<file path="src/logic/pts_cfg.svh">
// register offsets, field positions, reset values and timing counts of the period timer
`ifndef PTS_CFG_SVH
`define PTS_CFG_SVH
`define PTS_OFS_COUNT      5'h00
`define PTS_OFS_PERIOD     5'h04
`define PTS_OFS_CONTROL    5'h08
`define PTS_OFS_IRQ_STAT   5'h0C
`define PTS_OFS_IRQ_EN     5'h10
`define PTS_ADR_W          5
`define PTS_PRE_LO         0
`define PTS_PRE_HI         1
`define PTS_RUN_BIT        2
`define PTS_POST_LO        3
`define PTS_POST_HI        6
`define PTS_IRQ_BIT        1
`define PTS_COUNT_RST      8'h00
`define PTS_PERIOD_RST     8'hFF
`define PTS_CONTROL_RST    7'h00
`define PTS_INSTR_DIV      2'h3
`define PTS_PRE4_LAST      4'h3
`define PTS_PRE16_LAST     4'hF
`endif

</file>
<file path="src/logic/pts_pkg.sv">
// types of the period timer with scalers
package pts_pkg;
  // packed msb first: postscale 6:3, run 2, prescale 1:0
  typedef struct packed {
    logic [3:0] postscale;
    logic       timer_run;
    logic [1:0] prescale_select;
  } pts_control_type;
  typedef struct packed {
    logic [7:0] count;
    logic       match;
  } pts_tbase_type;
  typedef struct packed {
    logic [31:0] dat;
    logic        ack;
  } pts_wbo_type;
endpackage

</file>
<file path="src/logic/pts_timer.sv">
// period timer with prescaler, postscaler, wishbone registers and interrupt
//
// Notes on behaviour
// 8-bit up-counter between prescaler and postscaler; readable, writable, cleared on reset.
// counter ticks at clock over four; control bits 1:0 pick prescale 1, 4 or 16.
// counter runs from 00h to period value, then wraps to 00h next tick.
// period register readable and writable, reset to FFh.
// matches pass a 4-bit postscaler, 1 to 16, which sets the match flag bit 1.
// clearing the run bit, control bit 2, stops the counter.
// scalers clear on count write, control write, and reset.
// control write keeps the count value.
// count and match go to the PWM unit as time base.
// pre-postscaler match goes to the serial port for its shift clock.
// prescale field 00 is 1, 01 is 4, 1x is 16.
// postscale field holds N minus one; reset to zero.
`include "pts_cfg.svh"
`timescale 1ns/10ps
`default_nettype none
module pts_timer (
  input  wire logic                 clock_i,
  input  wire logic                 rst_n_i,
  input  wire logic                 wb_cyc_i,
  input  wire logic                 wb_stb_i,
  input  wire logic                 wb_we_i,
  input  wire logic [4:0]           wb_adr_i,
  input  wire logic [3:0]           wb_sel_i,
  input  wire logic [31:0]          wb_dat_i,
  output logic [31:0]               wb_dat_o,
  output logic                      wb_ack_o,
  output logic                      irq_o,
  output pts_pkg::pts_tbase_type    pwm_tbase_o,
  output logic                      ssp_match_o
);
  import pts_pkg::*;

  typedef struct packed {
    logic [1:0]      div4;
    logic [3:0]      pre;
    logic [3:0]      post;
    logic [7:0]      count;
    logic [7:0]      period;
    pts_control_type ctl;
    logic [1:0]      irq_stat;
    logic [1:0]      irq_en;
    pts_wbo_type     wbo;
    logic            irq;
    pts_tbase_type   tbase;
    logic            sync_serial_port;
  } pts_state_type;

  pts_state_type s_q;
  pts_state_type s_d;

  // last prescaler count for the selected ratio
  function automatic logic [3:0] pre_last(input logic [1:0] sel);
    if (sel[1]) begin
      pre_last = `PTS_PRE16_LAST;
    end else if (sel[0]) begin
      pre_last = `PTS_PRE4_LAST;
    end else begin
      pre_last = 4'h0;
    end
  endfunction

  logic       req;
  logic       wr;
  logic       tick;
  logic       match;
  logic       post_out;
  logic [7:0] wbyte;

  assign req   = wb_cyc_i && wb_stb_i && !s_q.wbo.ack;
  assign wr    = req && wb_we_i && wb_sel_i[0];
  assign wbyte = wb_dat_i[7:0];

  always_comb begin
    s_d      = s_q;
    tick     = 1'b0;
    match    = 1'b0;
    post_out = 1'b0;
    s_d.div4 = s_q.div4 + 2'h1;
    if (s_q.ctl.timer_run && s_q.div4 == `PTS_INSTR_DIV) begin
      if (s_q.pre == pre_last(s_q.ctl.prescale_select)) begin
        s_d.pre = 4'h0;
        tick    = 1'b1;
      end else begin
        s_d.pre = s_q.pre + 4'h1;
      end
    end
    if (tick) begin
      if (s_q.count == s_q.period) begin
        s_d.count = `PTS_COUNT_RST;
        match     = 1'b1;
        if (s_q.post == s_q.ctl.postscale) begin
          s_d.post = 4'h0;
          post_out = 1'b1;
        end else begin
          s_d.post = s_q.post + 4'h1;
        end
      end else begin
        s_d.count = s_q.count + 8'h01;
      end
    end
    s_d.wbo.ack = req;
    s_d.wbo.dat = 32'h0;
    if (req && !wb_we_i) begin
      if (wb_adr_i == `PTS_OFS_COUNT) begin
        s_d.wbo.dat[7:0] = s_q.count;
      end else if (wb_adr_i == `PTS_OFS_PERIOD) begin
        s_d.wbo.dat[7:0] = s_q.period;
      end else if (wb_adr_i == `PTS_OFS_CONTROL) begin
        s_d.wbo.dat[`PTS_POST_HI:0] = s_q.ctl;
      end else if (wb_adr_i == `PTS_OFS_IRQ_STAT) begin
        s_d.wbo.dat[1:0] = s_q.irq_stat;
      end else begin
        s_d.wbo.dat = 32'h0;
      end
    end
    if (post_out) begin
      s_d.irq_stat[`PTS_IRQ_BIT] = 1'b1;
    end
    if (wr) begin
      if (wb_adr_i == `PTS_OFS_COUNT) begin
        s_d.count = wbyte;
        s_d.pre   = 4'h0;
        s_d.post  = 4'h0;
      end else if (wb_adr_i == `PTS_OFS_PERIOD) begin
        s_d.period = wbyte;
      end else if (wb_adr_i == `PTS_OFS_CONTROL) begin
        s_d.ctl   = wbyte[`PTS_POST_HI:0];
        s_d.pre   = 4'h0;
        s_d.post  = 4'h0;
      end else if (wb_adr_i == `PTS_OFS_IRQ_STAT) begin
        s_d.irq_stat = s_q.irq_stat & ~wbyte[1:0];
        if (post_out) begin
          s_d.irq_stat[`PTS_IRQ_BIT] = 1'b1;
        end
      end else if (wb_adr_i == `PTS_OFS_IRQ_EN) begin
        s_d.irq_en = wbyte[1:0];
      end
    end
    s_d.irq       = |(s_d.irq_stat & s_d.irq_en);
    s_d.tbase     = '{count: s_d.count, match: match};
    s_d.sync_serial_port       = match;
  end

  always_ff @(posedge clock_i) begin
    if (!rst_n_i) begin
      s_q        <= '0;
      s_q.count  <= `PTS_COUNT_RST;
      s_q.period <= `PTS_PERIOD_RST;
      s_q.ctl    <= `PTS_CONTROL_RST;
    end else begin
      s_q <= s_d;
    end
  end

  assign wb_dat_o    = s_q.wbo.dat;
  assign wb_ack_o    = s_q.wbo.ack;
  assign irq_o       = s_q.irq;
  assign pwm_tbase_o = s_q.tbase;
  assign ssp_match_o = s_q.sync_serial_port;

  chk_period_wrap: assert property (@(posedge clock_i) disable iff (!rst_n_i)
    (tick && !wr && s_q.count == s_q.period) |=> (s_q.count == 8'h00 && s_q.sync_serial_port))
    else $error("count did not wrap on period match");
  chk_stop_hold: assert property (@(posedge clock_i) disable iff (!rst_n_i)
    (!s_q.ctl.timer_run && !wr) |=> $stable(s_q.count))
    else $error("count moved while stopped");
  chk_ctl_keeps: assert property (@(posedge clock_i) disable iff (!rst_n_i)
    (wr && wb_adr_i == `PTS_OFS_CONTROL) |=> (s_q.count == $past(s_q.count) && s_q.pre == 4'h0))
    else $error("control write disturbed count");
  chk_cnt_clear: assert property (@(posedge clock_i) disable iff (!rst_n_i)
    (wr && wb_adr_i == `PTS_OFS_COUNT) |=> (s_q.pre == 4'h0 && s_q.post == 4'h0))
    else $error("scalers not cleared on count write");
  chk_irq_sets: assert property (@(posedge clock_i) disable iff (!rst_n_i)
    post_out |=> s_q.irq_stat[`PTS_IRQ_BIT])
    else $error("flag not set by postscaler");
  chk_post_div: assert property (@(posedge clock_i) disable iff (!rst_n_i)
    post_out |-> (s_q.post == s_q.ctl.postscale && match))
    else $error("postscaler fired off count");
  chk_tick_rate: assert property (@(posedge clock_i) disable iff (!rst_n_i)
    tick |-> s_q.div4 == 2'h3)
    else $error("tick off instruction clock");
  chk_pre_range: assert property (@(posedge clock_i) disable iff (!rst_n_i)
    (s_q.ctl.prescale_select == 2'h0) |-> s_q.pre == 4'h0)
    else $error("prescaler counting at ratio one");
endmodule
`default_nettype wire
</file>
<file path="config.mk">
export PLATFORM = sky130hd
export DESIGN_NAME = pts_timer
export DESIGN_NICKNAME = d
export VERILOG_FILES = /design/src/logic/pts_pkg.sv /design/src/logic/pts_timer.sv
export VERILOG_INCLUDE_DIRS = /design/src /design/src/logic
export SDC_FILE = /design/constraint.sdc
export NUM_CORES = 1
export LEC_CHECK = 0
export BUFFER_PORTS_ARGS = -buffer_cell sky130_fd_sc_hd__buf_2
export CAP_MARGIN = 20
export CORE_AREA = 2 2 98 100
export DETAILED_ROUTE_END_ITERATION = 7
export DIE_AREA = 0 0 100 102
export HOLD_SLACK_MARGIN = 0.05
export PLACE_DENSITY_LB_ADDON = 0.3
export SLEW_MARGIN = 20
export SYNTH_ARGS = -nofsm -noshare
export SYNTH_HDL_FRONTEND = slang
export SYNTH_SLANG_ARGS = --single-unit
</file>
<file path="constraint.sdc">
create_clock -name clock_i -period 1.8 [get_ports clock_i]
set_input_delay 0.27 -clock clock_i [delete_from_list [all_inputs] [get_ports clock_i]]
set_output_delay 0.27 -clock clock_i [all_outputs]
set_load 0.005 [all_outputs]
</file>
[After elaboration in Yosys (flattened, before gate mapping)]
Cells that the tools add are included.
Word-level totals
  input bits: 46
  logic and storage cells: 80
  output and inout bits: 44
  register bits: 72
Cells by class
  bitwise gates (word level): 5
  multiplexer cells: 34
  eq/ne operators: 8
  reduce and logical (&&, ||, !) cells: 14
  add/subtract/negate cells: 4
Operator list (count)
  8-bit 2-to-1 mux: 8
  35-bit 2-to-1 mux: 1
  4-bit 2-to-1 mux: 7
  19-bit 2-to-1 mux: 1
  7-bit 2-to-1 mux: 2
  12-bit 2-to-1 mux: 1
  11-bit 2-to-1 mux: 1
  5-bit by 4-bit == test with 1-bit output (second input constant): 2
  2-bit 2-to-1 mux: 5
  4-bit by 1-bit adder with 4-bit output (second input constant): 2
  8-bit by 1-bit adder with 8-bit output (second input constant): 1
  4-bit == test: 2
  8-bit == test: 1
  1-bit 2-to-1 mux: 8
  1-bit logical AND: 6
  5-bit by 3-bit == test with 1-bit output (second input constant): 1
  5-bit == test (second input constant): 1
  5-bit zero test: 1
  2-bit bitwise AND: 2
  2-bit AND reduction: 2
  4-bit AND reduction: 1
  3-bit AND reduction: 1
  2-bit by 1-bit adder with 2-bit output (second input constant): 1
  2-bit == test (second input constant): 1
  other kinds (4): 6

[Longest topological paths before layout]
  depth after elaboration: 15
  depth in mapped cells: 6
  mapped depth without buffers: 6

[Worst setup path after synthesis]
Ideal clock, no wire load.
  kind: reg-to-reg
  start: reg s_q[48] in the netlist's numbering
  end: reg s_q[73] in the netlist's numbering
  arrival: 1.769 ns
  data required time: 1.728 ns
  path slack: -0.041 ns
  period minus slack after synthesis: 1.841 ns
  stages on the path, launching flop included: 7
  library setup time: 0.072 ns
  path through: dfxtp_1 -> or3_4 -> a21oi_2 -> o2111ai_1 -> buf_2 -> or4b_1 -> a21oi_1
Between the ends
  cells in the longest elaborated chain, start to end: 11
Ends and longest elaborated chain
  start, declared: line pts_timer.sv:51  | pts_state_type s_q;
  2-bit 2-to-1 mux *: line pts_timer.sv:58  | end else if (sel[0]) begin
  4-bit 2-to-1 mux *: line pts_timer.sv:56  | if (sel[1]) begin
  4-bit 2-to-1 mux *: line pts_timer.sv:82  | if (s_q.ctl.timer_run && s_q.div4 == `PTS_INSTR_DIV) begin
  4-bit == test *: line pts_timer.sv:83  | if (s_q.pre == pre_last(s_q.ctl.prescale_select)) begin
  1-bit 2-to-1 mux *: line pts_timer.sv:83
  1-bit 2-to-1 mux *: line pts_timer.sv:82
  12-bit 2-to-1 mux *: line pts_timer.sv:90  | if (tick) begin
  8-bit 2-to-1 mux: line pts_timer.sv:129  | end else if (wb_adr_i == `PTS_OFS_CONTROL) begin
  8-bit 2-to-1 mux: line pts_timer.sv:127  | end else if (wb_adr_i == `PTS_OFS_PERIOD) begin
  8-bit 2-to-1 mux: line pts_timer.sv:123  | if (wb_adr_i == `PTS_OFS_COUNT) begin
  35-bit 2-to-1 mux *: line pts_timer.sv:122  | if (wr) begin
Mark *: on every way between the ends. The rest lies on a longest branch, timed or not. The select of a mux whose other input is x is not followed.
A chain may end at the register's enable or synchronous reset.

[Worst setup path after layout]
  start: reg s_q[62] in the netlist's numbering
  end: reg s_q[73] in the netlist's numbering
Between the ends
  cells in the longest elaborated chain, start to end: 7
Ends and longest elaborated chain
  8-bit == test *: line pts_timer.sv:91  | if (s_q.count == s_q.period) begin
  4-bit 2-to-1 mux *: line pts_timer.sv:91
  12-bit 2-to-1 mux *: line pts_timer.sv:90
  8-bit 2-to-1 mux: line pts_timer.sv:129
  8-bit 2-to-1 mux: line pts_timer.sv:127
  8-bit 2-to-1 mux: line pts_timer.sv:123
  35-bit 2-to-1 mux *: line pts_timer.sv:122
Mark *: on every way between the ends. The rest lies on a longest branch, timed or not.

==> results.ini <==
[status]
outcome=complete, but fails checks
violations=setup timing

[pwr]
total_power_uw=1890
leakagePower_uw=0.00135
power_density_nw_per_um2=580
vdd_ir_drop_max_mv=0.256

[logic_synthesis]
synthSimpleGateAreaFrac=0.240
ys.flop_type=dfxtp_1
synth_warnings=0
ys_ff_latch=48
synth_compound_gate_area_share=0.167
muxShareOfSynthArea=0.0245
syn_area_um2=2650
synth_edf_count=0
synth_top_family_by_area=simple AND/OR/NAND/NOR gates
synth_seq_area_share=0.362
synth_cells=322
syn_avg_cell_area_um2=8.24
synth.distinct_cells=50
synth_fa_ha_area_frac=0.0189
async_flop_share=0
synth_xor_area_frac=0.0396

[clock_network]
clock_path_buffers=2
hold_buffers=0
cts_root_buffer=clkbuf_8
cts.clk_slew.worst_paths_ps=90
htree_levels=2
numCtsBuffers=5
numClockSinks=48
cts_tree=done
clk_latency_ps=300

[min_path]
hold_path_class=input pin to flop
hp-start=wb_dat_i[7]
holdPathStages=3
whs_endpoint=s_q[62]$_SDFFE_PN1P_

[sta]
fmax_mhz=544
fin_skew_ps=6.93
rsz0062_at_grt=yes
finalMaxSlewViolations=0
layout_setup_ws_ps=-36.9
hold_violations=0
min_period_ps=1840
setup_violations=3
timing.final.crit_share=1.02
fin_setup_tns_ps=-85.6

[die]
die_w_um=100
initial_core_util=0.291
core-area_um2=9110
die-area_um2=10200
io_pins=90
chipHeight_um=102
num_rows=35

[grt]
overflow=0
grt_first_pass_wirelength_um=10900
grt_use_total=0.138
grt_pass1_vias=2171
antenna_found_initial=0
grt_start_max_net_pins=19

[routing]
wl_per_cell_um=14.2
via_count=2393
ant_nets=0
drc=0
first_pass_iters=4
vias_per_cell=4.83
drtIter0Drc=112
drt_wl_total_um=7040

[critical_path]
cp-start-kind=flop
cp-end-kind=flop
path_class=flop to flop
r2r_end=s_q[73]$_SDFF_PN0_
cp_max_fo=4
required_ps=2050
cp-startpoint=s_q[62]$_SDFFE_PN1P_
worstReg2RegStart=s_q[62]$_SDFFE_PN1P_
r2r_slack_ps=-40
worstRegToRegCells=6
arrival_ps=2080

[place]
gp_congestion=0.894
dp.cells=485
placed_area_um2=3050
hpwl_um=5420
post-place-ws_ps=-142
portBuffers=38

[cells_and_area]
finalInstanceArea_um2=3260
nets=433
diodes=0
syn2layout_area_growth_pct=22.9
drive_gt1_frac=0.294
instances_no_fill=495

[run]
maxCapViolations=0

synthesized netlist by cell type, types with 3 or more instances:
cell type,instances,share of area
a21oi_1,29,0.055
clkbuf_1,7,0.0099
nand3_1,19,0.036
o31a_1,3,0.0099
xor2_1,8,0.026
inv_1,11,0.016
and2_1,7,0.017
nor4_1,5,0.012
a22oi_1,4,0.011
nor3_1,6,0.011
buf_4,41,0.12
nand3b_1,3,0.0085
xnor2_1,4,0.013
o21ai_0,16,0.030
nand2_1,47,0.066
nor2_1,9,0.013
dfxtp_1,48,0.36
ha_1,4,0.019
o211ai_1,6,0.017
cell families (layout without fill, tap and decap cells):
| kind of cell | Yosys count | in the layout |
|---|---|---|
| and+or+nand+nor | 118 | 118 |
| AOI/OAI and AO/OA | 73 | 73 |
| buffers and inverters | 62 | 101 |
| DFF | 48 | 48 |
| xor gates and xnor gates | 12 | 12 |
| adders and majority gates | 4 | 4 |
| muxes | 4 | 4 |
| other | 1 | 24 |
timing repair:
action / CTS / global route
endpoints found under the setup margin: 10 / 11
pin swaps: 6 / 1
gates resized for setup: 9 / 16
cloned: 0 / 1
buffers inserted: 0 / 1
worst max path at each step:
stage	end	slack, ps	cells past startpoint
CTS	s_q[71]$_SDFF_PN0_	-8	7
global placement	s_q[71]$_SDFF_PN0_	-100	7
detailed placement	s_q[71]$_SDFF_PN0_	-140	7
floorplan	s_q[73]$_SDFF_PN0_	-30	6
global route	s_q[71]$_SDFF_PN0_	-120	7
finish	s_q[73]$_SDFF_PN0_	-40	6
sequential cells by signal (all words and copies together), names as in the netlist:
signal       count
s_q             29
pwm_tbase_o      8
wb_dat_o         8
irq_o            1
ssp_match_o      1
wb_ack_o         1
metal layers:
layer,global-route usage,wire (um),vias to the layer above
met2,0.232,3330,73
met4,0.0316,84,0
met1,0.185,3210,1118
met3,0.0287,407,8
li1,-,-,1194
met5,0,0,-
cell usage in the layout (no fill, tap or decap), drive strengths merged, types with 2 or more instances in the layout:
cell type,instances
nor4,7
o31ai,2
nor3,6
a22oi,4
ha,4
clkbuf,6
or3,3
nand4,2
or3b,2
conb,24
a21oi,30
nor2,9
inv,12
and3,2
nand2,47
nand3,19
dfxtp,48
or4,2
buf,82
o2111ai,2
nand3b,3
and2,7
xnor2,4
o31a,3
mux2i,2
o21ai,18
o211ai,6
nand4bb,2
xor2,8
or4b,2
mux4,2
a2111oi,2
worst max-delay path, cell delays in order, from the launching register on:
cell	delay, ps
dfxtp_2	330
xor2_1	160
nor4_1	290
buf_4	190
o2111ai_4	150
or4b_4	520
a21oi_2	140
area by class of cell:
type,instances,area (um2)
clock buffers,6,82.6
clock inverters,2,13.8
fillers,956,5850
inverters,11,41.3
multi-input cells,235,1480
flip-flops and latches,48,966
well taps,111,139
repair buffers,82,542
per-stage QoR:
step,hold slack (ps),util
after global placement,409,0.335
after floorplan,378,-
after global routing,215,0.358
after CTS,205,0.350
final,208,0.358
after detailed placement,414,0.335
power by group:
group          switching (uW)  internal, uW  leakage (uW)
combinational            85.7          46.3      0.000916
sequential               3.56          1070      0.000387
clock                     374           315     0.0000516
total                     463          1430       0.00135
Note: power is estimated with default switching activity, not from simulation.
